--- config.mk ---
export PLATFORM = sky130hd
export DESIGN_NAME = mcic_ctrl
export DESIGN_NICKNAME = d
export VERILOG_FILES = /design/src/rtl/mcic_pkg.sv /design/src/rtl/mcic_ctrl.sv /design/src/rtl/mcic_sync_edge.sv
export SDC_FILE = /design/constraint.sdc
export NUM_CORES = 1
export LEC_CHECK = 0
export ABC_AREA = 1
export BUFFER_PORTS_ARGS = -buffer_cell sky130_fd_sc_hd__buf_2
export CAP_MARGIN = 20
export CORE_MARGIN = 4
export CORE_UTILIZATION = 40
export DETAILED_ROUTE_END_ITERATION = 8
export PLACE_DENSITY = 0.66
export SLEW_MARGIN = 5
export SYNTH_ARGS = -nofsm -noshare
export SYNTH_HDL_FRONTEND = slang
export SYNTH_SLANG_ARGS = --single-unit
--- constraint.sdc ---
create_clock -name SYS_CLK -period 2.6 [get_ports SYS_CLK]
set_input_delay 0.13 -clock SYS_CLK [delete_from_list [all_inputs] [get_ports SYS_CLK]]
set_output_delay 0.13 -clock SYS_CLK [all_outputs]
set_load 0.01 [all_outputs]
--- src/rtl/mcic_pkg.sv ---
package mcic_pkg;

  // ----------------------------------------------------------------
  // sources, in priority order (index 0 is serviced first)
  // ----------------------------------------------------------------
  localparam int SRC_N = 12;
  localparam int VEC_W = 14;
  localparam int PIN_N = 6;

  localparam logic [3:0] SRC_RESET  = 4'h0;
  localparam logic [3:0] SRC_PWRDN  = 4'h1;
  localparam logic [3:0] SRC_GEN    = 4'h2;
  localparam logic [3:0] SRC_LVL_HI = 4'h3;
  localparam logic [3:0] SRC_LVL_LO = 4'h4;
  localparam logic [3:0] SRC_SPA_TX = 4'h5;
  localparam logic [3:0] SRC_SPA_RX = 4'h6;
  localparam logic [3:0] SRC_EDGE   = 4'h7;
  localparam logic [3:0] SRC_BYTE_DMA_PORT   = 4'h8;
  localparam logic [3:0] SRC_SHR_TX = 4'h9;
  localparam logic [3:0] SRC_SHR_RX = 4'hA;
  localparam logic [3:0] SRC_TIMER  = 4'hB;

  localparam logic [VEC_W-1:0] VEC_RESET  = 14'h0000;
  localparam logic [VEC_W-1:0] VEC_PWRDN  = 14'h002C;
  localparam logic [VEC_W-1:0] VEC_GEN    = 14'h0004;
  localparam logic [VEC_W-1:0] VEC_LVL_HI = 14'h0008;
  localparam logic [VEC_W-1:0] VEC_LVL_LO = 14'h000C;
  localparam logic [VEC_W-1:0] VEC_SPA_TX = 14'h0010;
  localparam logic [VEC_W-1:0] VEC_SPA_RX = 14'h0014;
  localparam logic [VEC_W-1:0] VEC_EDGE   = 14'h0018;
  localparam logic [VEC_W-1:0] VEC_BYTE_DMA_PORT   = 14'h001C;
  localparam logic [VEC_W-1:0] VEC_SHR_TX = 14'h0020;
  localparam logic [VEC_W-1:0] VEC_SHR_RX = 14'h0024;
  localparam logic [VEC_W-1:0] VEC_TIMER  = 14'h0028;

  // ----------------------------------------------------------------
  // register map (word index on the register port)
  // ----------------------------------------------------------------
  localparam logic [1:0] REG_MASK = 2'h0;
  localparam logic [1:0] REG_CTRL = 2'h1;
  localparam logic [1:0] REG_PEND = 2'h2;
  localparam logic [1:0] REG_FLAG = 2'h3;

  localparam int CTRL_GIE       = 0;
  localparam int CTRL_SENSE_GEN = 1;
  localparam int CTRL_SENSE_TX  = 2;
  localparam int CTRL_SENSE_RX  = 3;
  localparam int CTRL_SPB_SEL   = 4;
  localparam int CTRL_PUCTX     = 5;
  localparam int CTRL_PD_FORCE  = 6;
  localparam int CTRL_W         = 6;

  localparam logic [SRC_N-1:0]  MASKABLE   = 12'hFFC;
  localparam logic [SRC_N-1:0]  MASK_RST   = 12'h000;
  localparam logic [CTRL_W-1:0] CTRL_RST   = 6'h00;
  localparam logic [SRC_N-1:0]  LATCH_RST  = 12'h001;
  localparam logic [3:0]        FLAG_RST   = 4'h0;

  // ----------------------------------------------------------------
  // carrier for the vector request towards the sequencer
  // ----------------------------------------------------------------
  typedef struct packed {
    logic             req;
    logic [3:0]       src;
    logic [VEC_W-1:0] vec;
  } mcic_irq_s;

  function automatic logic [VEC_W-1:0] mcic_vec_of(input logic [3:0] s);
    case (s)
      SRC_RESET:  mcic_vec_of = VEC_RESET;
      SRC_PWRDN:  mcic_vec_of = VEC_PWRDN;
      SRC_GEN:    mcic_vec_of = VEC_GEN;
      SRC_LVL_HI: mcic_vec_of = VEC_LVL_HI;
      SRC_LVL_LO: mcic_vec_of = VEC_LVL_LO;
      SRC_SPA_TX: mcic_vec_of = VEC_SPA_TX;
      SRC_SPA_RX: mcic_vec_of = VEC_SPA_RX;
      SRC_EDGE:   mcic_vec_of = VEC_EDGE;
      SRC_BYTE_DMA_PORT:   mcic_vec_of = VEC_BYTE_DMA_PORT;
      SRC_SHR_TX: mcic_vec_of = VEC_SHR_TX;
      SRC_SHR_RX: mcic_vec_of = VEC_SHR_RX;
      default:    mcic_vec_of = VEC_TIMER;
    endcase
  endfunction

endpackage

--- src/rtl/mcic_ctrl.sv ---
// Local design decisions: strobed register access and the register offsets.
`timescale 1ns/100ps
`default_nettype none

module mcic_ctrl
  import mcic_pkg::*;
#(
  parameter int DATA_W = 16
) (
  input  wire logic              SYS_CLK,
  input  wire logic              RST_N,
  input  wire logic              CLK_EN,
  input  wire logic [1:0]        REG_ADDR,
  input  wire logic [DATA_W-1:0] REG_WDATA,
  input  wire logic              REG_WR,
  input  wire logic              REG_RD,
  output var  logic [DATA_W-1:0] REG_RDATA,
  input  wire logic [3:0]        UPPER_FLAG_PINS_I,
  output var  logic [3:0]        UPPER_FLAG_PINS_O,
  output var  logic [3:0]        UPPER_FLAG_PINS_OE,
  input  wire logic              SP1_SHARED_REQUEST_TX_N,
  input  wire logic              SP1_SHARED_REQUEST_RX_N,
  input  wire logic              SPA_TX_EVT,
  input  wire logic              SPA_RX_EVT,
  input  wire logic              SPB_TX_EVT,
  input  wire logic              SPB_RX_EVT,
  input  wire logic              BYTE_DMA_EVT,
  input  wire logic              TIMER_EVT,
  input  wire logic              PWRUP_WAKE,
  input  wire logic              IRQ_ACK,
  output var  logic              IRQ_REQ,
  output var  logic [3:0]        IRQ_SRC,
  output var  logic [VEC_W-1:0]  IRQ_VEC
);

  if (DATA_W < SRC_N) begin : g_bad_width
    $error("DATA_W must hold all twelve source bits");
  end

  // ----------------------------------------------------------------
  // pin synchronisers
  // ----------------------------------------------------------------
  logic [PIN_N-1:0] pin_raw;
  logic [PIN_N-1:0] pin_lvl;
  logic [PIN_N-1:0] pin_fall;

  // pins read back the resolved wire, so a flag driven low by us counts
  assign pin_raw = {SP1_SHARED_REQUEST_RX_N, SP1_SHARED_REQUEST_TX_N,
                    UPPER_FLAG_PINS_I};

  mcic_sync_edge #(
    .W (PIN_N)
  ) u_sync (
    .clk   (SYS_CLK),
    .rst_n (RST_N),
    .ce    (CLK_EN),
    .din   (pin_raw),
    .level (pin_lvl),
    .fall  (pin_fall)
  );

  // pin order: [3] general, [2] level hi, [1] level lo, [0] edge
  wire gen_low    = !pin_lvl[3];
  wire lvl_hi_low = !pin_lvl[2];
  wire lvl_lo_low = !pin_lvl[1];
  wire shr_tx_low = !pin_lvl[4];
  wire shr_rx_low = !pin_lvl[5];

  // ----------------------------------------------------------------
  // registers
  // ----------------------------------------------------------------
  logic [SRC_N-1:0]  mask_q;
  logic [CTRL_W-1:0] ctrl_q;
  logic [3:0]        flag_out_q;
  logic [3:0]        flag_oe_q;
  logic [SRC_N-1:0]  latch_q;
  logic [SRC_N-1:0]  latch_d;
  logic [DATA_W-1:0] rdata_q;
  logic [DATA_W-1:0] rdata_d;
  mcic_irq_s         irq_q;
  mcic_irq_s         irq_d;

  wire wr_mask = REG_WR && (REG_ADDR == REG_MASK);
  wire wr_ctrl = REG_WR && (REG_ADDR == REG_CTRL);
  wire wr_pend = REG_WR && (REG_ADDR == REG_PEND);
  wire wr_flag = REG_WR && (REG_ADDR == REG_FLAG);

  wire gie       = ctrl_q[CTRL_GIE];
  wire sense_gen = ctrl_q[CTRL_SENSE_GEN];
  wire sense_tx  = ctrl_q[CTRL_SENSE_TX];
  wire sense_rx  = ctrl_q[CTRL_SENSE_RX];
  wire spb_sel   = ctrl_q[CTRL_SPB_SEL];
  wire puctx     = ctrl_q[CTRL_PUCTX];

  // force bit is a strobe, it is never stored
  wire pd_force = wr_ctrl && REG_WDATA[CTRL_PD_FORCE];

  // ----------------------------------------------------------------
  // request sources
  // ----------------------------------------------------------------
  logic [SRC_N-1:0] set_vec;
  logic [SRC_N-1:0] lvl_term;
  logic [SRC_N-1:0] req_raw;
  logic [SRC_N-1:0] enable_vec;
  logic [SRC_N-1:0] eligible;
  logic [SRC_N-1:0] clr_vec;
  logic [SRC_N-1:0] sw_force;

  // software may pend any maskable source by writing the pending word
  assign sw_force = wr_pend ? (REG_WDATA[SRC_N-1:0] & MASKABLE)
                            : '0;

  assign set_vec[SRC_RESET]  = PWRUP_WAKE && puctx;
  assign set_vec[SRC_PWRDN]  = pd_force;
  assign set_vec[SRC_GEN]    = sense_gen && pin_fall[3];
  assign set_vec[SRC_LVL_HI] = 1'b0;
  assign set_vec[SRC_LVL_LO] = 1'b0;
  assign set_vec[SRC_SPA_TX] = SPA_TX_EVT;
  assign set_vec[SRC_SPA_RX] = SPA_RX_EVT;
  assign set_vec[SRC_EDGE]   = pin_fall[0];
  assign set_vec[SRC_BYTE_DMA_PORT]   = BYTE_DMA_EVT;
  assign set_vec[SRC_SHR_TX] = spb_sel ? SPB_TX_EVT
                                       : (sense_tx && pin_fall[4]);
  assign set_vec[SRC_SHR_RX] = spb_sel ? SPB_RX_EVT
                                       : (sense_rx && pin_fall[5]);
  assign set_vec[SRC_TIMER]  = TIMER_EVT;

  // level terms are live while the pin is held low, never latched
  assign lvl_term = {1'b0,
                     !spb_sel && !sense_rx && shr_rx_low,
                     !spb_sel && !sense_tx && shr_tx_low,
                     4'h0,
                     lvl_lo_low,
                     lvl_hi_low,
                     !sense_gen && gen_low,
                     2'h0};

  assign req_raw    = latch_q | lvl_term;
  assign enable_vec = (gie ? (mask_q & MASKABLE) : '0) | ~MASKABLE;

  wire ack_fire = IRQ_ACK && irq_q.req;

  assign clr_vec  = ack_fire ? (SRC_N'(1) << irq_q.src) : '0;
  // the source just taken is hidden for one cycle while its latch drops
  assign eligible = req_raw & enable_vec & ~clr_vec;
  // a new event in the clearing cycle survives the clear
  assign latch_d  = (latch_q & ~clr_vec) | set_vec | sw_force;

  // ----------------------------------------------------------------
  // priority selection
  // ----------------------------------------------------------------
  function automatic logic [3:0] first_set(input logic [SRC_N-1:0] v);
    first_set = SRC_TIMER;
    for (int i = SRC_N - 1; i >= 0; i--) begin
      if (v[i]) begin
        first_set = 4'(i);
      end
    end
  endfunction

  wire [3:0] win_src = first_set(eligible);

  assign irq_d.req = |eligible;
  assign irq_d.src = irq_d.req ? win_src : 4'h0;
  assign irq_d.vec = irq_d.req ? mcic_vec_of(win_src) : VEC_RESET;

  // ----------------------------------------------------------------
  // read mux
  // ----------------------------------------------------------------
  logic [DATA_W-1:0] rd_word;

  always_comb begin
    rd_word = '0;
    case (REG_ADDR)
      REG_MASK: rd_word[SRC_N-1:0] = mask_q;
      REG_CTRL: rd_word[CTRL_W-1:0] = ctrl_q;
      REG_PEND: rd_word[SRC_N-1:0] = req_raw;
      REG_FLAG: rd_word[11:0] = {pin_lvl[3:0], flag_oe_q, flag_out_q};
      default:  rd_word = '0;
    endcase
  end

  // data stands in the cycle after the strobe only
  assign rdata_d = REG_RD ? rd_word : '0;

  // ----------------------------------------------------------------
  // state
  // ----------------------------------------------------------------
  always_ff @(posedge SYS_CLK or negedge RST_N) begin
    if (!RST_N) begin
      mask_q <= MASK_RST;
      ctrl_q <= CTRL_RST;
    end else if (CLK_EN) begin
      if (wr_mask) begin
        mask_q <= REG_WDATA[SRC_N-1:0] & MASKABLE;
      end
      if (wr_ctrl) begin
        ctrl_q <= REG_WDATA[CTRL_W-1:0];
      end
    end
  end

  always_ff @(posedge SYS_CLK or negedge RST_N) begin
    if (!RST_N) begin
      flag_out_q <= FLAG_RST;
      flag_oe_q  <= FLAG_RST;
    end else if (CLK_EN && wr_flag) begin
      flag_out_q <= REG_WDATA[3:0];
      flag_oe_q  <= REG_WDATA[7:4];
    end
  end

  // reset pends the reset vector, taken first after release
  always_ff @(posedge SYS_CLK or negedge RST_N) begin
    if (!RST_N) begin
      latch_q <= LATCH_RST;
      irq_q   <= '0;
      rdata_q <= '0;
    end else if (CLK_EN) begin
      latch_q <= latch_d;
      irq_q   <= irq_d;
      rdata_q <= rdata_d;
    end
  end

  assign REG_RDATA          = rdata_q;
  assign UPPER_FLAG_PINS_O  = flag_out_q;
  assign UPPER_FLAG_PINS_OE = flag_oe_q;
  assign IRQ_REQ            = irq_q.req;
  assign IRQ_SRC            = irq_q.src;
  assign IRQ_VEC            = irq_q.vec;
endmodule

`default_nettype wire

--- src/rtl/mcic_sync_edge.sv ---
`timescale 1ns/100ps
`default_nettype none

module mcic_sync_edge #(
  parameter int W = 6
) (
  input  wire logic         clk,
  input  wire logic         rst_n,
  input  wire logic         ce,
  input  wire logic [W-1:0] din,
  output var  logic [W-1:0] level,
  output var  logic [W-1:0] fall
);

  // idle pins are high, so every stage resets high to avoid a false fall
  logic [W-1:0] s1_q;
  logic [W-1:0] s2_q;
  logic [W-1:0] s3_q;

  always_ff @(posedge clk or negedge rst_n) begin
    if (!rst_n) begin
      s1_q <= '1;
      s2_q <= '1;
      s3_q <= '1;
    end else if (ce) begin
      s1_q <= din;
      s2_q <= s1_q;
      s3_q <= s2_q;
    end
  end

  assign level = s2_q;
  assign fall  = s3_q & ~s2_q;

  for (genvar g = 0; g < W; g++) begin : g_chk

  end
endmodule

`default_nettype wire

# Yosys cells after proc, flatten, opt, wreduce, memory -nomap -nowiden

Memories as Yosys holds them, arrays and structs flattened.
Cells that the tools add are included.

Flip-flop bits (word level): 89
Memories: 1
Bits in read-only memories: 64

Shift operators: 1
Bitwise logic cells: 9
Multiplexer cells: 21
Reductions and logical operators: 29
Equal/unequal tests: 3

Memory list:

| name            | words | width | read ports | clocked after memory_dff | wr ports | RTL line       | RTL |
|---|---|---|---|---|---|---|---|
| (no name shown) | 16    | 4     | 1          | 0                        | 0        | mcic_pkg.sv:69 | `case (s)` |

Operators by type and width:

| cell                                                                  | number |
|---|---|
| 12-bit two-way mux                                                    | 4 |
| 12-bit bitwise AND                                                    | 3 |
| 4-bit two-way mux                                                     | 9 |
| 12-bit OR                                                             | 2 |
| 6-bit one-hot mux with 4 select lines                                 | 1 |
| 6-bit one-hot mux with 3 select lines                                 | 1 |
| 1-bit logical AND                                                     | 16 |
| 14-bit two-way mux                                                    | 1 |
| 12-bit NOT                                                            | 1 |
| 12-bit by 11-bit OR with 12-bit output                                | 1 |
| 12-bit OR reduction                                                   | 1 |
| 1-bit by 4-bit << shifter with 12-bit output, first input constant    | 1 |
| 1-bit logical NOT                                                     | 9 |
| 6-bit bitwise AND                                                     | 1 |
| 6-bit NOT                                                             | 1 |
| 2-bit equality test, second input constant                            | 2 |
| 2-bit two-way mux                                                     | 2 |
| 2-bit AND reduction                                                   | 2 |
| 1-bit two-way mux                                                     | 3 |
| 2-bit by 1-bit equality test with 1-bit output, second input constant | 1 |
| 2-bit logical NOT                                                     | 1 |

# Logic depth before layout (Yosys ltp)

Gate-level depths: netlist (run 1).
An unclocked memory read counts as a cell.

Depth after elaboration: 19
Gate-level depth with buffers: 21
Gate-level depth less buffers: 20

# Hierarchy

From an unflattened synthesis (run 1), not the netlist that was laid out.

Cells, all modules: 478
Area total of the unflattened synthesis: 3,918.8 um^2

By module, submodules not included:

| module         | area an instance (um^2) | times used | cells each | seq. area each (um^2) |
|---|---|---|---|---|
| mcic_ctrl      | 3,094.2                 | 1          | 390        | 1,427.6 |
| mcic_sync_edge | 824.5                   | 1          | 88         | 473.0 |

# Least setup slack after synthesis (run 1)

Ideal clock, no wire load.

Path type: reg2reg
From: reg irq_q (netlist bit IRQ_SRC[1])
To: reg irq_q (netlist bit IRQ_VEC[5])
Required time: 2.479 ns
Arrival time: 1.921 ns
Stages on the path, launching flop included: 22
Slack: 0.558 ns
Library setup time: 0.121 ns
Clock period less this slack: 2.042 ns
Cells stage by stage: dfrtp_1 buf_6 inv_2 nand2_2 nor2_2 nand2_1 nand3_2 nand2_1 nand2_1 nand2_1 nand2_1 nand2_1 nand2_1 nand2_1 nand2_1 nand2_1 nand2_2 inv_1 ha_1 nand2_1 o21ai_1 a22o_1

Longest elaborated chain between the ends: 17
Elaborated cells on any way between the ends: 18
Classes of those cells: shift: 1; mux: 13; bitwise: 2; reduce/logical: 1; memory: 1

Ends and longest elaborated chain:

| what                                             | RTL line         | RTL |
|---|---|---|
| from (decl)                                      | mcic_ctrl.sv:80  | `mcic_irq_s irq_q;` |
| from (signal assigned)                           | mcic_ctrl.sv:221 | `irq_q <= irq_d;` |
| 1-bit by 4-bit << shifter with 12-bit output (*) | mcic_ctrl.sv:143 | `assign clr_vec = ack_fire ? (SRC_N'(1) << irq_q.src) : '0;` |
| 12-bit two-way mux (*)                           | mcic_ctrl.sv:143 |  |
| 12-bit NOT (*)                                   | mcic_ctrl.sv:145 | `assign eligible = req_raw & enable_vec & ~clr_vec;` |
| 12-bit bitwise AND (*)                           | mcic_ctrl.sv:145 |  |
| 1-bit two-way mux                                | mcic_ctrl.sv:155 | `if (v[i]) begin` |
| 2-bit two-way mux (2 in series)                  | mcic_ctrl.sv:155 |  |
| 4-bit two-way mux (8 in series)                  | mcic_ctrl.sv:155 |  |
| memory read 16 x 4 bit                           | --               |  |
| 14-bit two-way mux (*)                           | mcic_ctrl.sv:165 | `assign irq_d.vec = irq_d.req ? mcic_vec_of(win_src) : VEC_RESET;` |

Every way passes the cells marked *; elsewhere a longest branch is shown, timed or not.
A chain may end at the register's enable or synchronous reset.

# Final worst setup path (run 1)

From: reg ctrl_q[4]
To: reg irq_q (netlist bit IRQ_VEC[5])

Longest elaborated chain between the ends: 19
Elaborated cells on any way between the ends: 22
Classes of those cells: mux: 12; bitwise: 3; reduce/logical: 6; memory: 1

Ends and longest elaborated chain:

| what                                       | RTL line                           | RTL |
|---|---|---|
| from (decl)                                | mcic_ctrl.sv:73                    | `logic [CTRL_W-1:0] ctrl_q;` |
| from (signal assigned)                     | mcic_ctrl.sv:198                   | `ctrl_q <= REG_WDATA[CTRL_W-1:0];` |
| 1-bit logical NOT (*)                      | mcic_ctrl.sv:130, mcic_ctrl.sv:131 |  |
| 1-bit logical AND (2 in series)            | mcic_ctrl.sv:130                   | `!spb_sel && !sense_rx && shr_rx_low,` |
| 12-bit by 11-bit OR with 12-bit output (*) | mcic_ctrl.sv:138                   | `assign req_raw = latch_q \| lvl_term;` |
| 12-bit bitwise AND (*) (2 in series)       | mcic_ctrl.sv:145                   |  |
| 1-bit two-way mux                          | mcic_ctrl.sv:155                   |  |
| 2-bit two-way mux (2 in series)            | mcic_ctrl.sv:155                   |  |
| 4-bit two-way mux (8 in series)            | mcic_ctrl.sv:155                   |  |
| memory read 16 x 4 bit                     | --                                 |  |
| 14-bit two-way mux (*)                     | mcic_ctrl.sv:165                   |  |

Marked as above.

==> impl_metrics.env, run 1 <==
export IMPL_worstSetupStartpointType="flip-flop"
export IMPL_hold_viol=0
export IMPL_combPwrFrac=0.283
export IMPL_cts_tree="built"
export IMPL_crit_type="reg -> reg"
export IMPL_yosysWarnings=0
export IMPL_p_clk_frac=0.284
export IMPL_grt_max_degree=44
export IMPL_die_x_um=104
export IMPL_required_ns=2.83
export IMPL_clkLatencyLatePin_ns=0.34
export IMPL_switching_share=0.341
export IMPL_clk_root_buffer_cell="clkbuf_8"
export IMPL_antenna_found_initial=0
export IMPL_p_per_area_nw_per_um2=802
export IMPL_cap_violations=0
export IMPL_switching_power_mw=1.21
export IMPL_postCtsSetupRepairBufs=0
export IMPL_num_fill_cells=873
export IMPL_grt_pass1_wl_um=16300
export IMPL_worstPathMaxFanout=6
export IMPL_seq_power_share=0.433
export IMPL_place_gp_congestion=0.924
export IMPL_ys_dominant_reg_cell="dfrtp_1"
export IMPL_synth_seq_area_share=0.498
export IMPL_ant_nets=0
export IMPL_end_kind="flip-flop"
export IMPL_die_h_um=104
export IMPL_cts_buffers=9
export IMPL_status="completed"
export IMPL_synthArstFlopShare=1.00
export IMPL_row_count=34
export IMPL_r2r_cells=20
export IMPL_initialDrtViolationCount=200
export IMPL_rsz0062_at_grt="false"
export IMPL_final_util=0.496
export IMPL_overflow=0
export IMPL_synth_edf_count=0
export IMPL_yosys_area_top_type="dfrtp_1"
export IMPL_final_common_cell="nand2_1"
export IMPL_period_share=0.890
export IMPL_rrSetupSlack_ns=0.29
export IMPL_cts_buffer_depth=2
export IMPL_initial_core_util=0.418
export IMPL_drive_gt1_frac=0.243
export IMPL_post_layout_nonfiller_instances=635
export IMPL_cts_max_level=3
export IMPL_power_leakage_nw=2.20
export IMPL_synthDistinctLibCells=37
export IMPL_viasPerCell=5.23
export IMPL_portBuffers=61
export IMPL_clk_pin_slew_worst_paths_ns=0.08
export IMPL_fin_crit_ns=2.31
export IMPL_worstPathArrival_ns=2.55
export IMPL_vias=3323
export IMPL_ys_ff_latch=73
export IMPL_drt_drc_violations_left=0
export IMPL_hpwlAfterDp_um=7200
export IMPL_drv_slew=0
export IMPL_ios=80
export IMPL_yosys_top_cells_area="dfrtp_1, dfstp_2, nand2_1"
export IMPL_ir_drop_mv=0.291
export IMPL_dieArea_um2=10900
export IMPL_multi_input_area_um2=1530
export IMPL_routed_wl_um=9720
export IMPL_max_slew_margin_rel=0.360
export IMPL_area_growth_pct=18.9
export IMPL_worst_pin_slew_ns=0.959
export IMPL_syn_area_per_cell_um2=8.27
export IMPL_power_internal_mw=2.33
export IMPL_n_antenna_cell=0
export IMPL_fin_tns_setup_ns=0
export IMPL_fin_skew_ns=0.0130
export IMPL_nets=562
export IMPL_synth_top_cell_area_share=0.377
export IMPL_grt_use_total=0.186
export IMPL_min_path_type="in -> reg"
export IMPL_wire_per_inst_um=15.3
export IMPL_drt_pass1_iter_count=5
export IMPL_min_path_cells=3
export IMPL_syn_inst=449
export IMPL_seq_area_um2=1850
export IMPL_setup_violations=0
export IMPL_coreArea_um2=8890
export IMPL_synth_area_um2=3710
export IMPL_clock_fmax_mhz=432
export IMPL_post_cts_resized=0
export IMPL_clkSinkCount=73
export IMPL_grt_pass1_vias=3312
export IMPL_dp_cells=610
export IMPL_layout_common_cells="nand2_1, buf_2, dfrtp_1"
## logic make-up (layout without fill, tap and decap cells)
family,after synthesis,after routing,share of synthesized area
and+or+nand+nor,184,184,0.221
other,1,14,0.00101
buffers and inverters,83,148,0.102
muxes,2,2,0.00607
adders and majority gates,3,3,0.0101
DFF,73,73,0.498
AOI/OAI and AO/OA,103,103,0.162
## Yosys cell counts (2+ instances only)
library cell  count
nand3_2           4
o221ai_1          3
nor2_2            4
mux2_2            2
a32o_1            2
a221oi_1          5
dfrtp_1          56
nor3_1            2
o31ai_1           2
buf_4            15
o22ai_1           8
nand2_1         118
ha_1              3
nand2_2           5
inv_1            48
inv_2             5
o21ai_1           5
nand3_1           7
a21oi_1          16
nor2_4            5
nor2_1           29
o21ai_0          52
clkbuf_1         12
a2111oi_0         2
o211ai_1          5
nand4_1           7
dfstp_2          17
## metal layers
layer / global-route usage / part of all wire / vias to the layer above
li1: - / - / 1589
met1: 0.237 / 0.43 / 1584
met2: 0.307 / 0.48 / 128
met3: 0.0397 / 0.069 / 22
met4: 0.0760 / 0.023 / 0
met5: 0 / 0 / -
## worst paths after layout
check | from | to
min in group asynchronous | RST_N | latch_q[11]
worst min-delay path | REG_WDATA[0] | UPPER_FLAG_PINS_O[0]
worst min register to register | u_sync.s1_q[4] | u_sync.s1_q[4]
max in group asynchronous | RST_N | u_sync.s1_q[0]
worst max-delay path | ctrl_q[4] | IRQ_VEC[5]
worst max register to register | ctrl_q[4] | IRQ_VEC[5]
## final cells by class
cell class	instances	share of cell area
Multi-Input combinational cell	306	0.348
Tap cell	108	0.0306
Clock buffer	14	0.0369
Sequential cell	73	0.419
Timing Repair Buffer	78	0.106
Clock inverter	2	0.0136
Inverter	54	0.0465
## state kept, by name, summed over array words and instances (netlist names)
register            count
ctrl_q                  6
UPPER_FLAG_PINS_O       4
mask_q                 10
IRQ_REQ                 1
IRQ_VEC                 4
u_sync.level            6
u_sync.s3_q             4
IRQ_SRC                 4
latch_q                12
UPPER_FLAG_PINS_OE      4
REG_RDATA              12
u_sync.s1_q             6
## power by group through the flow
| stage | logic (mW) | registers, mW | clock network (mW) |
|---|---|---|---|
| floorplan | 0.680 | 1.55 | 0 |
| global placement | 0.971 | 1.54 | 0 |
| detailed placement | 0.995 | 1.55 | 0 |
| CTS | 1.01 | 1.53 | 1.03 |
| global route | 1.13 | 1.56 | 1.07 |
| finish | 1.00 | 1.53 | 1.01 |
## through the flow
step | power (mW) | cell area (µm²) | setup WS [ns] | hold slack, ns
2_1_floorplan | 2.23 | 3760 | 0.558 | -0.166
3_3_place_gp | 2.51 | 4100 | 0.372 | 0.246
3_5_place_dp | 2.55 | 4100 | 0.312 | 0.252
4_1_cts | 3.57 | 4410 | 0.296 | 0.000484
5_1_grt | 3.77 | 4410 | 0.0963 | 0.0380
6_report | 3.54 | 4410 | 0.285 | 0.0198
## worst max-delay path, cell delays in order (launching register included)
cell and delay [ns]:
dfrtp_1 0.44, nor2_1 0.18, nand2_1 0.08, nand2_1 0.09
nand2_1 0.06, nor2_1 0.16, nand2_1 0.07, nand2_1 0.06
nand2_1 0.05, nand2_1 0.06, nand2_1 0.04, nand2_1 0.05
nand2_1 0.05, nand2_1 0.09, nand2_1 0.07, nand2_2 0.11
inv_1 0.06, ha_1 0.19, nand2_1 0.06, o21ai_1 0.05
a22o_1 0.19
## what timing repair did
item                       in CTS  in global routing
setup endpoints to repair       0                  0
hold endpoints to repair       36                  0
hold buffers                    9                  0
No activity file was read; power rests on OpenSTA's default activity.
==> run 2: changes to the inputs <==
--- a/config.mk
+++ b/config.mk
@@ -11,8 +11,9 @@
 export CORE_MARGIN = 4
 export CORE_UTILIZATION = 40
 export DETAILED_ROUTE_END_ITERATION = 8
-export PLACE_DENSITY = 0.66
+export PLACE_DENSITY = 0.65
 export SLEW_MARGIN = 5
 export SYNTH_ARGS = -nofsm -noshare
 export SYNTH_HDL_FRONTEND = slang
+export SYNTH_HIERARCHICAL = 1
 export SYNTH_SLANG_ARGS = --single-unit
==> impl_metrics.env, run 2 <==
export IMPL_status="completed"
export IMPL_clkLatencyLatePin_ns=0.35
export IMPL_grt_pass1_wl_um=16500
export IMPL_cts_buffers=9
export IMPL_cts_buffer_depth=2
export IMPL_final_area_um2=4490
export IMPL_cp_slowest_cell="dfrtp_1"
export IMPL_post_cts_resized=0
export IMPL_drt_drc_violations_left=0
export IMPL_holdWs_ns=0.0179
export IMPL_fin_crit_ns=2.28
export IMPL_num_fill_cells=942
export IMPL_die_h_um=106
export IMPL_path_cells="inv_2, nor2_1, a31oi_1, nand3_1, nand2_1, a21oi_1, nor2_1, o21ai_1, ha_1, o21ai_1, o21ai_2"
export IMPL_rsz0062_at_grt="false"
export IMPL_layout_common_cells="nand2_1, buf_2, dfrtp_1"
export IMPL_place_gp_congestion=0.896
export IMPL_worst_pin_slew_ns=0.830
export IMPL_worstPathArrival_ns=2.52
export IMPL_cts_tree="built"
export IMPL_row_count=35
export IMPL_clk_pin_slew_worst_paths_ns=0.08
export IMPL_viasPerCell=4.96
export IMPL_overflow=0
export IMPL_hpwlAfterDp_um=7470
export IMPL_crit_type="reg -> reg"
export IMPL_routed_wl_um=9990
export IMPL_fin_tns_setup_ns=0
export IMPL_period_share=0.875
export IMPL_synth_area_um2=3830
export IMPL_clkSinkCount=73
export IMPL_dp_cells=648
export IMPL_ios=80
export IMPL_post_layout_nonfiller_instances=672
export IMPL_worstPathMaxFanout=6
export IMPL_ant_nets=0
export IMPL_drv_slew=0
export IMPL_area_growth_pct=17.2
export IMPL_end_kind="flip-flop"
export IMPL_hold_viol=0
export IMPL_power_leakage_nw=2.29
export IMPL_placed_area_um2=4200
export IMPL_max_slew_margin_rel=0.447
export IMPL_grt_use_total=0.187
export IMPL_coreArea_um2=9280
export IMPL_vias=3332
export IMPL_final_util=0.483
export IMPL_initial_core_util=0.412
export IMPL_worstSetupStartpointType="flip-flop"
export IMPL_cp_top_family="compound AO/OA/AOI/OAI gates"
export IMPL_final_common_cell="nand2_1"
export IMPL_clk_root_buffer_cell="clkbuf_8"
export IMPL_portBuffers=61
export IMPL_syn_inst=466
export IMPL_grt_pass1_vias=3295
export IMPL_crit_buf_inv=1
export IMPL_yosysWarnings=6
export IMPL_drive_gt1_frac=0.276
export IMPL_clock_fmax_mhz=440
export IMPL_min_path_type="in -> reg"
export IMPL_drt_pass1_iter_count=4
export IMPL_dieArea_um2=11200
export IMPL_nets=578
export IMPL_p_per_area_nw_per_um2=738
export IMPL_grt_max_degree=36
export IMPL_required_ns=2.85
export IMPL_cap_violations=0
export IMPL_n_antenna_cell=0
export IMPL_cts_max_level=3
export IMPL_antenna_found_initial=0
export IMPL_syn_area_per_cell_um2=8.22
export IMPL_fin_skew_ns=0.00853
export IMPL_initialDrtViolationCount=214
export IMPL_die_x_um=106
export IMPL_wire_per_inst_um=14.9
export IMPL_cpPeakStageDelay_ns=0.47
export IMPL_ir_drop_mv=0.299
export IMPL_setup_violations=0
-- run 2: power by group --
group	internal [mW]	leakage, nW	switching [mW]
registers	1.35	0.854	0.165
logic	0.331	1.33	0.533
clock network	0.492	0.109	0.435
-- run 2: worst min-delay path, stage by stage --
cell     delay [ns]
buf_2          0.09
nand2_1        0.04
o21ai_0        0.07
-- run 2: worst paths after layout --
path | from | end | slack, ns | depth (start not counted)
worst max register to register | IRQ_SRC[1] | IRQ_VEC[2] | 0.32 | 11
max in group asynchronous | RST_N | u_sync/level[4] | 1.35 | 3
worst min register to register | u_sync/s1_q[1] | u_sync/s1_q[1] | 0.47 | 2
min in group asynchronous | RST_N | IRQ_VEC[2] | 0.41 | 2
worst max-delay path | IRQ_SRC[1] | IRQ_VEC[2] | 0.32 | 11
worst min-delay path | REG_WDATA[1] | UPPER_FLAG_PINS_O[1] | 0.02 | 3
-- run 2: layout make-up --
type	count	area, µm²	share of cell area
clock buffers	11	151	0.0337
repair buffers	75	430	0.0959
flip-flops and latches	73	1850	0.412
clock inverters	5	53.8	0.0120
inverters	57	224	0.0499
well taps	129	161	0.0360
multi-input cells	322	1620	0.361
-- run 2: through the flow --
| step | setup slack, ns | power [mW] |
|---|---|---|
| floorplan | 0.579 | 2.10 |
| global placement | 0.409 | 2.37 |
| detailed placement | 0.340 | 2.40 |
| CTS | 0.327 | 3.33 |
| global route | 0.0924 | 3.53 |
| finish | 0.325 | 3.31 |
-- run 2: timing repair --
item	CTS	global route
hold endpoints to repair	39	0
setup buffers	0	0
hold buffers	8	0
-- run 2: routing by layer --
metal  GRT usage  share of wire
met5           0              0
met4      0.0740          0.015
met3      0.0361          0.056
met2       0.298           0.48
met1       0.252           0.45
==> run 3: changes to the inputs <==
--- a/config.mk
+++ b/config.mk
@@ -6,12 +6,13 @@
 export NUM_CORES = 1
 export LEC_CHECK = 0
 export ABC_AREA = 1
-export BUFFER_PORTS_ARGS = -buffer_cell sky130_fd_sc_hd__buf_2
+export BUFFER_PORTS_ARGS = -buffer_cell sky130_fd_sc_hd__buf_4
 export CAP_MARGIN = 20
 export CORE_MARGIN = 4
 export CORE_UTILIZATION = 40
 export DETAILED_ROUTE_END_ITERATION = 8
 export PLACE_DENSITY = 0.65
+export RECOVER_POWER = 100
 export SLEW_MARGIN = 5
 export SYNTH_ARGS = -nofsm -noshare
 export SYNTH_HDL_FRONTEND = slang
==> impl_metrics.env, run 3 (same netlist as run 2, synthesis figures left out) <==
export IMPL_antenna_found_initial=0
export IMPL_cts_buffers=9
export IMPL_r2r_cells=11
export IMPL_setup_violations=0
export IMPL_rsz0062_at_grt="false"
export IMPL_ir_drop_mv=0.315
export IMPL_drt_pass1_iter_count=5
export IMPL_grt_busiest_layer="met2"
export IMPL_p_per_area_nw_per_um2=722
export IMPL_rrSetupSlack_ns=0.24
export IMPL_worstPathArrival_ns=2.66
export IMPL_clkSinkCount=73
export IMPL_row_count=35
export IMPL_worstSetupStartpointType="flip-flop"
export IMPL_crit_path_start="ctrl_q[0]"
export IMPL_holdWs_ns=0.0232
export IMPL_worst_pin_slew_ns=1.82
export IMPL_nets=580
export IMPL_area_growth_pct=17.5
export IMPL_num_fill_cells=968
export IMPL_crit_type="reg -> reg"
export IMPL_grt_use_total=0.182
export IMPL_violations="max-capacitance violations, max-slew violations"
export IMPL_endpoint="IRQ_VEC[3]"
export IMPL_final_common_cell="nand2_1"
export IMPL_coreArea_um2=9280
export IMPL_dp_cells=648
export IMPL_initialDrtViolationCount=209
export IMPL_drv_slew=74
export IMPL_routed_wl_um=9840
export IMPL_drt_drc_violations_left=0
export IMPL_grt_pass1_wl_um=16000
export IMPL_vias=3303
export IMPL_cts_buffer_depth=2
export IMPL_grtUsageMet3=0.0472
export IMPL_end_kind="flip-flop"
export IMPL_viasPerCell=4.90
export IMPL_place_gp_congestion=0.901
export IMPL_drive_gt1_frac=0.183
export IMPL_grt_use_met1=0.243
export IMPL_met2_usage=0.287
export IMPL_portBuffers=61
export IMPL_power_leakage_nw=2.19
export IMPL_rr_startpoint="ctrl_q[0]"
export IMPL_multi_input_area_um2=1590
export IMPL_r2r_end="IRQ_VEC[3]"
export IMPL_period_share=0.908
export IMPL_clkLatencyLatePin_ns=0.35
export IMPL_hold_viol=0
export IMPL_status="complete, but fails checks"
export IMPL_layout_common_cells="nand2_1, dfrtp_1, inv_1"
export IMPL_clock_fmax_mhz=423
export IMPL_min_path_type="in -> reg"
export IMPL_hpwlAfterDp_um=7290
export IMPL_ant_nets=0
export IMPL_clk_pin_slew_worst_paths_ns=0.08
export IMPL_seq_area_um2=1850
export IMPL_ios=80
export IMPL_grt_pass1_vias=3211
export IMPL_post_cts_resized=0
export IMPL_wire_per_inst_um=14.6
export IMPL_fin_tns_setup_ns=0
export IMPL_post_layout_nonfiller_instances=674
export IMPL_die_h_um=106
export IMPL_worstPathMaxFanout=7
export IMPL_cap_violations=1
export IMPL_grt_max_degree=74
export IMPL_totalPowerFinal_mw=3.25
export IMPL_fin_skew_ns=0.00933
export IMPL_max_slew_margin_rel=-0.215
export IMPL_fin_crit_ns=2.36
export IMPL_die_x_um=106
export IMPL_clk_root_buffer_cell="clkbuf_8"
export IMPL_initial_core_util=0.412
export IMPL_dieArea_um2=11200
export IMPL_cts_tree="built"
export IMPL_overflow=0
export IMPL_cts_max_level=3
export IMPL_required_ns=2.90
export IMPL_n_antenna_cell=0
[run 3: cell types whose count changed in the layout (fill, tap and decap cells not counted), sizes merged]
cell | previous run | this run
buf | 67 | 32
bufinv | 1 | 0
clkbuf | 11 | 46
clkinvlp | 0 | 1
dlygate4sd3 | 8 | 10
[run 3: where the power goes]
part	switching, mW	leakage, nW	internal (mW)
Clock	0.445	0.110	0.463
Combinational	0.514	1.23	0.308
Sequential	0.167	0.852	1.35
[run 3: how the worst min path moves through the flow]
stage                             from    endpoint  slack (ns)  cells past startpoint
after floorplan                  RST_N     IRQ_REQ       -0.17                      0
after global placement           RST_N  IRQ_VEC[2]        0.32                      1
after detailed placement         RST_N  IRQ_VEC[3]        0.33                      1
after CTS                 BYTE_DMA_EVT  latch_q[8]        0.01                      3
after global routing      BYTE_DMA_EVT  latch_q[8]        0.02                      3
final                     BYTE_DMA_EVT  latch_q[8]        0.02                      3
[run 3: stage by stage]
step / utilization / cell area, µm² / setup WS, ns
final: 0.485 / 4500 / 0.238
after global routing: 0.485 / 4500 / 0.0679
after CTS: 0.502 / 4660 / 0.330
after detailed placement: 0.469 / 4350 / 0.332
after global placement: 0.469 / 4350 / 0.394
after floorplan: - / 3880 / 0.579
[run 3: cell type report]
type                    count  area share
clock inverters             5     0.00751
repair buffers             77       0.105
flip-flops and latches     73       0.411
inverters                  57      0.0495
well taps                 129      0.0359
multi-input cells         322       0.352
clock buffers              11      0.0387
[run 3: critical path: stages (launching register included)]
cell and delay [ns]:
dfrtp_1 0.51, clkbuf_1 0.37, nand4_1 0.24, nand3_1 0.25, inv_1 0.12, nand2_1 0.15
clkinvlp_2 0.18, nand2_2 0.08, nand2_1 0.15, a21oi_2 0.15, nand2_1 0.06, nand2_1 0.05
[run 3: repair_timing]
item                       4_1_cts  5_1_grt
hold endpoints to repair        65        0
hold buffers                    10        0
setup buffers                    0        0
setup endpoints to repair        0        0
[run 3: metal layers]
| metal | share of wire | up-vias |
|---|---|---|
| li1 | - | 1626 |
| met1 | 0.45 | 1562 |
| met2 | 0.48 | 104 |
| met3 | 0.057 | 11 |
| met4 | 0.013 | 0 |
| met5 | 0 | - |
